### src/status_msg_pkg.sv
// Package: constants for the completion status message builder.
// Assumes byte-serial transmit toward the transport layer.
package status_msg_pkg;
   // ************************************************************
   // Message layout
   // ************************************************************
   localparam logic [7:0] MSG_CODE        = 8'h83;
   localparam logic [7:0] PROTOCOL_SUBCODE = 8'h11;
   localparam logic [7:0] RC_PARSED_OK    = 8'h00;
   localparam logic [7:0] RC_INVALID_FIELD = 8'hFF;
   localparam logic [7:0] CHECK_CONDITION = 8'h02;
   localparam logic [7:0] ERR_CODE_CURRENT = 8'h70;
   localparam logic [7:0] ERR_CODE_DEFERRED = 8'h71;
   localparam logic [5:0] SHORT_LEN       = 6'h08;
   localparam logic [5:0] FULL_LEN        = 6'h20;
   localparam logic [4:0] SENSE_BYTES     = 5'h18;
   localparam logic [7:0] SENSE_FIT_LIMIT = 8'h10;
   localparam int         TAG_W           = 16;
   localparam int         PATH_W          = 32;
endpackage : status_msg_pkg

### src/status_byte_mux.sv
// Byte selector: picks one byte of the status message by index.
// Assumes all fields are held stable by the caller during a frame.
`timescale 1ns/1ps
module status_byte_mux
   import status_msg_pkg::*;
(
   input  wire logic [5:0]             idx,
   input  wire logic [15:0]            tag,
   input  wire logic [7:0]             status,
   input  wire logic                   flag,
   input  wire logic                   link,
   input  wire logic [7:0]             ret_code,
   input  wire logic [SENSE_BYTES*8-1:0] sense,
   output logic      [7:0]             byte_out
);
   wire       in_sense = (idx >= SHORT_LEN);
   wire [4:0] sidx     = 5'(idx - SHORT_LEN);
   always_comb begin
      byte_out = 8'h00;
      unique case (idx)
         6'h00: byte_out = MSG_CODE;
         6'h01: byte_out = PROTOCOL_SUBCODE;
         6'h02: byte_out = tag[15:8];
         6'h03: byte_out = tag[7:0];
         6'h04: byte_out = status;
         6'h05: byte_out = {6'h00, flag, link};
         6'h06: byte_out = ret_code;
         6'h07: byte_out = 8'h00;
         default:
            if (in_sense && sidx < SENSE_BYTES) begin
               byte_out = sense[(SENSE_BYTES-1-sidx)*8 +: 8];
            end
      endcase
   end
endmodule : status_byte_mux

### src/status_msg_builder.sv
// Builder for the completion status message closing each command task.
// Assumes the protocol layer pulses cmd_done per finished command and the
// transport accepts one byte per tx_valid & tx_ready.
`timescale 1ns/1ps
// Summary of operation
// - Send status once command and data finish
// - Route by command's return path identifier
// - One status per command; none if rejected
// - No status for cleared or reset commands
// - Bytes 0,1 carry 83h and 11h
// - Bytes 2,3 copy command tag
// - Byte 4 holds SCSI status
// - Byte 5 flag/link; flag1 link0 never sent
// - Return code 00h or FFh only
// - Non check-condition may be 8 bytes
// - Clear sense on check condition when sense length below 16
// - Sense bytes 8-31; byte 7 reserved
// - Byte 8 valid plus 70h/71h code
// - Byte 10 filemark, medium, length, key
// - Flag bit copies control byte flag when link is set
// - Out-of-order plus confirm gives invalid field
module status_msg_builder
   import status_msg_pkg::*;
(
   input  wire logic                ref_clk,
   input  wire logic                rst_b,
   input  wire logic                cmd_done,
   input  wire logic                cmd_rejected,
   input  wire logic                cmd_cleared,
   input  wire logic                hard_reset,
   input  wire logic [TAG_W-1:0]    cmd_tag,
   input  wire logic [PATH_W-1:0]   cmd_return_path,
   input  wire logic [7:0]          cmd_status,
   input  wire logic                ctl_flag,
   input  wire logic                ctl_link,
   input  wire logic                out_of_order,
   input  wire logic                confirm_req,
   input  wire logic                field_invalid,
   input  wire logic                short_enable,
   input  wire logic                sense_valid,
   input  wire logic                sense_deferred,
   input  wire logic [7:0]          segment_number,
   input  wire logic                filemark,
   input  wire logic                end_of_medium_bit,
   input  wire logic                incorrect_length_indicator,
   input  wire logic [3:0]          sense_key,
   input  wire logic [31:0]         information,
   input  wire logic [7:0]          add_sense_length,
   input  wire logic [127:0]        sense_tail,
   input  wire logic                tx_ready,
   output logic                     cmd_ready,
   output logic                     tx_valid,
   output logic [7:0]               tx_data,
   output logic                     tx_last,
   output logic [PATH_W-1:0]        tx_return_path,
   output logic                     sense_clear
);
   // ************************************************************
   // Frame capture
   // ************************************************************
   typedef enum logic [0:0] {IDLE, SEND} state_e;
   state_e                 state;
   logic [TAG_W-1:0]       tag;
   logic [7:0]             status;
   logic                   flag;
   logic                   link;
   logic [7:0]             ret_code;
   logic [SENSE_BYTES*8-1:0] sense;
   logic [5:0]             idx;
   logic [5:0]             len;
   logic                   clear_after;
   logic [7:0]             mux_byte;

   // Rejected or cleared commands never start a frame
   wire accept = (state == IDLE) && cmd_done && !cmd_rejected
                 && !cmd_cleared && !hard_reset;
   wire bad_field = field_invalid
                    || (out_of_order && confirm_req);
   wire [7:0] next_ret_code = bad_field ? RC_INVALID_FIELD
                                        : RC_PARSED_OK;
   // Flag without link is a reserved encoding; suppress the flag then
   wire next_flag = ctl_flag && ctl_link;
   wire is_check  = (cmd_status == CHECK_CONDITION);
   wire [5:0] next_len = (short_enable && !is_check)
                         ? SHORT_LEN : FULL_LEN;
   wire [7:0] err_code = sense_deferred ? ERR_CODE_DEFERRED
                                        : ERR_CODE_CURRENT;
   wire [SENSE_BYTES*8-1:0] next_sense = {
      sense_valid, err_code[6:0],
      segment_number,
      filemark, end_of_medium_bit,
      incorrect_length_indicator, 1'b0, sense_key,
      information, add_sense_length,
      sense_tail};
   wire frame_last = (idx == len - 6'h01);
   wire fire       = (state == SEND) && tx_ready;
   // Abort mid-frame drops the rest of the message
   wire abort      = cmd_cleared || hard_reset;

   assign cmd_ready = (state == IDLE);
   assign tx_valid  = (state == SEND);
   assign tx_last   = (state == SEND) && frame_last;

   status_byte_mux u_mux (
      .idx      (idx),
      .tag      (tag),
      .status   (status),
      .flag     (flag),
      .link     (link),
      .ret_code (ret_code),
      .sense    (sense),
      .byte_out (mux_byte)
   );
   assign tx_data = mux_byte;

   // ************************************************************
   // Sequencer
   // ************************************************************
   always_ff @(posedge ref_clk or negedge rst_b) begin
      if (!rst_b) begin
         state <= IDLE;
         idx   <= 6'h00;
      end else if (state == SEND && abort) begin
         state <= IDLE;
         idx   <= 6'h00;
      end else if (accept) begin
         state <= SEND;
         idx   <= 6'h00;
      end else if (fire) begin
         idx   <= frame_last ? 6'h00 : 6'(idx + 6'h01);
         if (frame_last) state <= IDLE;
      end
   end

   always_ff @(posedge ref_clk or negedge rst_b) begin
      if (!rst_b) begin
         tag            <= '0;
         status         <= 8'h00;
         flag           <= 1'b0;
         link           <= 1'b0;
         ret_code       <= RC_PARSED_OK;
         sense          <= '0;
         len            <= FULL_LEN;
         clear_after    <= 1'b0;
         tx_return_path <= '0;
      end else if (accept) begin
         tag            <= cmd_tag;
         status         <= cmd_status;
         flag           <= next_flag;
         link           <= ctl_link;
         ret_code       <= next_ret_code;
         sense          <= next_sense;
         len            <= next_len;
         clear_after    <= is_check
                           && (add_sense_length < SENSE_FIT_LIMIT);
         tx_return_path <= cmd_return_path;
      end
   end

   always_ff @(posedge ref_clk or negedge rst_b) begin
      if (!rst_b) sense_clear <= 1'b0;
      else sense_clear <= fire && frame_last && clear_after && !abort;
   end

   // ************************************************************
   // Checks
   // ************************************************************
   property p_header;
      @(posedge ref_clk) disable iff (!rst_b)
      (tx_valid && idx == 6'h00) |-> tx_data == 8'h83;
   endproperty
   a_header: assert property (p_header)
      else $error("byte 0 not message code");

   property p_subcode;
      @(posedge ref_clk) disable iff (!rst_b)
      (tx_valid && idx == 6'h01) |-> tx_data == 8'h11;
   endproperty
   a_subcode: assert property (p_subcode)
      else $error("byte 1 not subcode");

   property p_tag;
      @(posedge ref_clk) disable iff (!rst_b)
      accept |=> (tag == $past(cmd_tag)) throughout (state == SEND)[*1];
   endproperty
   a_tag: assert property (p_tag)
      else $error("tag not captured");

   property p_flaglink;
      @(posedge ref_clk) disable iff (!rst_b)
      (tx_valid && idx == 6'h05) |-> tx_data[7:2] == 6'h00
         && !(tx_data[1] && !tx_data[0]);
   endproperty
   a_flaglink: assert property (p_flaglink)
      else $error("bad flag/link byte");

   property p_retcode;
      @(posedge ref_clk) disable iff (!rst_b)
      (tx_valid && idx == 6'h06) |-> tx_data == 8'h00 || tx_data == 8'hFF;
   endproperty
   a_retcode: assert property (p_retcode)
      else $error("reserved return code");

   property p_invalid;
      @(posedge ref_clk) disable iff (!rst_b)
      (accept && out_of_order && confirm_req) |=> ret_code == 8'hFF;
   endproperty
   a_invalid: assert property (p_invalid)
      else $error("oot+confirm not invalid");

   property p_reserved7;
      @(posedge ref_clk) disable iff (!rst_b)
      (tx_valid && idx == 6'h07) |-> tx_data == 8'h00;
   endproperty
   a_reserved7: assert property (p_reserved7)
      else $error("byte 7 not zero");

   property p_noreject;
      @(posedge ref_clk) disable iff (!rst_b)
      (state == IDLE && (cmd_rejected || cmd_cleared || hard_reset))
         |=> state == IDLE;
   endproperty
   a_noreject: assert property (p_noreject)
      else $error("frame started for rejected command");

   property p_checklen;
      @(posedge ref_clk) disable iff (!rst_b)
      (accept && cmd_status == 8'h02) |=> len == 6'h20;
   endproperty
   a_checklen: assert property (p_checklen)
      else $error("check condition truncated");

   c_short: cover property (@(posedge ref_clk) tx_last && len == 6'h08);
   c_full:  cover property (@(posedge ref_clk) tx_last && len == 6'h20);
   c_clear: cover property (@(posedge ref_clk) sense_clear);
   c_abort: cover property (@(posedge ref_clk) tx_valid && abort);
endmodule : status_msg_builder

### config.mk
export PLATFORM = sky130hd
export DESIGN_NAME = status_msg_builder
export DESIGN_NICKNAME = d
export VERILOG_FILES = /design/src/status_msg_pkg.sv /design/src/status_byte_mux.sv /design/src/status_msg_builder.sv
export SDC_FILE = /design/constraint.sdc
export NUM_CORES = 1
export LEC_CHECK = 0
export BUFFER_PORTS_ARGS = -buffer_cell sky130_fd_sc_hd__buf_2
export CORE_ASPECT_RATIO = 2
export CORE_UTILIZATION = 58
export DETAILED_ROUTE_END_ITERATION = 6
export GPL_TIMING_DRIVEN = 0
export PLACE_DENSITY = 0.86
export SETUP_SLACK_MARGIN = 0.15
export SYNTH_ARGS = -nofsm -noshare
export SYNTH_HDL_FRONTEND = slang
export SYNTH_SLANG_ARGS = --single-unit
### constraint.sdc
create_clock -name ref_clk -period 4.45 [get_ports ref_clk]
set_clock_uncertainty 0.2 [all_clocks]
set_input_delay 0.445 -clock ref_clk [delete_from_list [all_inputs] [get_ports ref_clk]]
set_output_delay 0.445 -clock ref_clk [all_outputs]
set_load 0.03 [all_outputs]
==> flow_summary.ini <==
[yosys]
syn_avg_cell_area_um2 = 8.69
synth_edf_count = 0
yosys-top-cells-count = nand2_1, dfrtp_1, clkbuf_1, mux2i_1, buf_2
synth_compound_area_frac = 0.0523
synth_xor_area_frac = 0.00224
synth_top_family_by_area = simple AND/OR/NAND/NOR gates
synthAdderAreaFrac = 0.00427
syn_area_um2 = 11700
yosysUniqueCellTypes = 52
post-synth-top-area-fraction = 0.544
synth_top_area_cell = dfrtp_1
yosys-top-cells-area = dfrtp_1, nand2_1, mux2i_1, mux4_2, clkbuf_1
synth-async-reset-ratio = 1.00
synth_most_common_cell = nand2_1
ys_seq_area_frac = 0.547
synthCells = 1349
ys_warn_count = 0
synth_mux_area_frac = 0.0811
synth_ff_type = dfrtp_1
synthSimpleGateAreaFrac = 0.279
ys_ff_latch = 256
synth_nets = 1607

[global_routing]
antenna_found_initial = 7
track_usage = 0.498
grt_pass1_vias = 13865
grt_overflow = 0
grt_max_degree = 117
grt_first_pass_wirelength_um = 75000

[power]
ir_drop_mv = 0.531
p_per_area_nw_per_um2 = 555
cellLeakagePower_nw = 8.74

[cts]
clk_latency_ps = 530
cts_made_buffers = 23
cts.sinks = 256
ctsLongestPathBuffers = 3
htreeDepth = 1
path_clk_slew_ps = 70
cts_tree = yes
cts-root-buf = clkbuf_16

[setup_path]
path_cells = buf_2, inv_1, ha_1, clkbuf_1, o41ai_2, o21ai_0, nor3_1, a21oi_1, buf_2
startpoint = idx[1]
critPathCaptureType = output pin
reg2reg_from = tx_valid
rr_worst_depth = 6
cp.depth = 9
r2r_slack_ps = 1790
r2r-end = sense[132]
startpoint_type = flop
slowest_delay_ps = 570
path_class = flop to output pin
crit_buf_inv = 4
cpMostUsedCell = buf_2
critical_path.top_delay_family = buffers and inverters
cp_max_fo = 10
cp-endpoint = tx_data[2]
crit_arrival_ps = 3650
cp_slowest_cell = dfrtp_1
cp.required_ps = 3810

[route]
vias = 13169
wl_um = 50600
firstDrtPassIters = 7
drc = 0
wl_per_cell_um = 23.0
drt_iter0_markers = 1641
ant_nets = 0
via_per_inst = 5.99

[sta]
drv_slew = 0
worstMarginPinSlew_ps = 817
whs_ps = 4.27
setup_slack_ps = 150
hold_violations = 0
period_share = 0.966
fmax_ghz = 0.233
relSlewSlack = 0.456
period_needed_ps = 4300
rsz0062_at_grt = yes
finalSetupViolations = 0

[finish]
syn_to_final_growth_pct = 43.3
fillers = 1034
layout.nets = 2173
drive_above_1_share = 0.203

[placed_design]
port_buffers = 297
pre_cts_slack_ps = 647
hpwlAfterDp_um = 28600
place_congestion = 0.943

[floorplan]
initial_core_util = 0.592
core_um2 = 19800
num_rows = 73
io_pins = 298
fp.dieArea_um2 = 20800
die_w_um = 103
die_h_um = 203

[hold_path]
hold_class = input port to flop

[job]
cap_viol_max_count = 0

[run_status]
outcome = finished clean
## area by class of cell
cell class | count | area [um2] | area share
Antenna cell | 8 | 20.0 | 0.00119
Buffer | 81 | 389 | 0.0232
Clock buffer | 33 | 643 | 0.0383
Clock inverter | 6 | 105 | 0.00625
Inverter | 5 | 18.8 | 0.00112
Multi-Input combinational cell | 1007 | 4920 | 0.293
Sequential cell | 256 | 6410 | 0.381
Tap cell | 262 | 328 | 0.0195
Timing Repair Buffer | 541 | 3970 | 0.236
## worst register-to-register path: cells and delay by family, from the launching register on
family,cells,cell delay [ps]
buf+inv,2,1060
flops,1,420
simple gates,4,930
## routing by layer
layer  vias to the layer above  wire (um)  GRT usage  part of all wire
met5                         -         53     0.0231            0.0010
met4                         2       5470      0.450              0.11
met3                       418       5780      0.171              0.11
met2                      1141      24200      0.778              0.48
met1                      6132      15100      0.510              0.30
li1                       5476          -          -                 -
## worst min path at each step
stage | startpoint | slack (ps) | cells past startpoint | to
2_1_floorplan | rst_b | -50 | 0 | clear_after
3_3_place_gp | sense[6] | 250 | 2 | sense[6]
3_5_place_dp | rst_b | 130 | 1 | tx_return_path[31]
4_1_cts | short_enable | 0.4 | 3 | len[3]
5_1_grt | short_enable | 8 | 3 | len[3]
6_report | short_enable | 4 | 3 | len[3]
## flip-flops by register name (all words and copies together), names as in the netlist
signal and count:
status 8, link 1, tag 16, ret_code 1
clear_after 1, tx_valid 1, sense 186, sense_clear 1
len 2, flag 1, idx 6, tx_return_path 32
## placed cells by master (no fill, tap or decap), drive strengths merged, types with 2 or more instances in the layout
cell type    synthesis  routed
inv                  5       5
a2111oi              6       6
nor4                 4       4
dlygate4sd3          0     242
mux2                11      11
buf                 34     333
nand3               13      13
diode                0       8
xnor2                2       2
nor2b               11      11
bufinv               0       3
nand2b               3       3
ha                   4       4
a22o                 3       3
nor2                16      16
o31ai                2       2
mux4                18      18
and2                 2       2
a31oi                7       7
dfrtp              255     255
a311oi               2       2
mux2i               41      41
and3                 4       4
clkinv               0       3
o2111ai              2       2
a22oi               12      12
nor3                 9       9
a221oi               8       8
nand4                3       3
a21oi               20      20
o22ai                5       5
o21a                 2       2
nand2              768     768
o21ai               16      16
clkbuf              47      80
## report_power, final
group | internal [mW] | switching [mW]
Combinational | 1.25 | 2.12
Sequential | 3.23 | 0.640
Clock | 1.18 | 0.911
## kinds of logic (layout without fill, tap and decap cells)
logic type | after synthesis | count (layout)
other | 0 | 8
adder cells (fa/ha/maj) | 4 | 4
buffers and inverters | 86 | 666
AO/OA/AOI/OAI | 91 | 91
AND/OR/NAND/NOR | 839 | 839
XOR/XNOR | 3 | 3
multiplexers | 70 | 70
flip-flops | 256 | 256
## repair_timing
action | CTS | global route
hold endpoints to repair | 271 | 0
pin swaps | 0 | 0
setup buffers | 0 | 0
endpoints found under the setup margin | 2 | 3
gates resized for setup | 1 | 2
hold buffers | 242 | 0
gates cloned | 0 | 0
## per-stage QoR
stage / instances / area, um2 / utilization / power, mW / setup TNS, ps
floorplan: 1349 / 11700 / - / 5.61 / 0
global placement: 1908 / 13500 / 0.683 / 6.56 / -404380
detailed placement: 1910 / 13600 / 0.686 / 6.69 / 0
CTS: 2191 / 16800 / 0.847 / 8.89 / 0
global route: 2198 / 16800 / 0.848 / 9.63 / 0
finish: 2199 / 16800 / 0.848 / 9.33 / 0
Power figures use the tool's default switching activity.
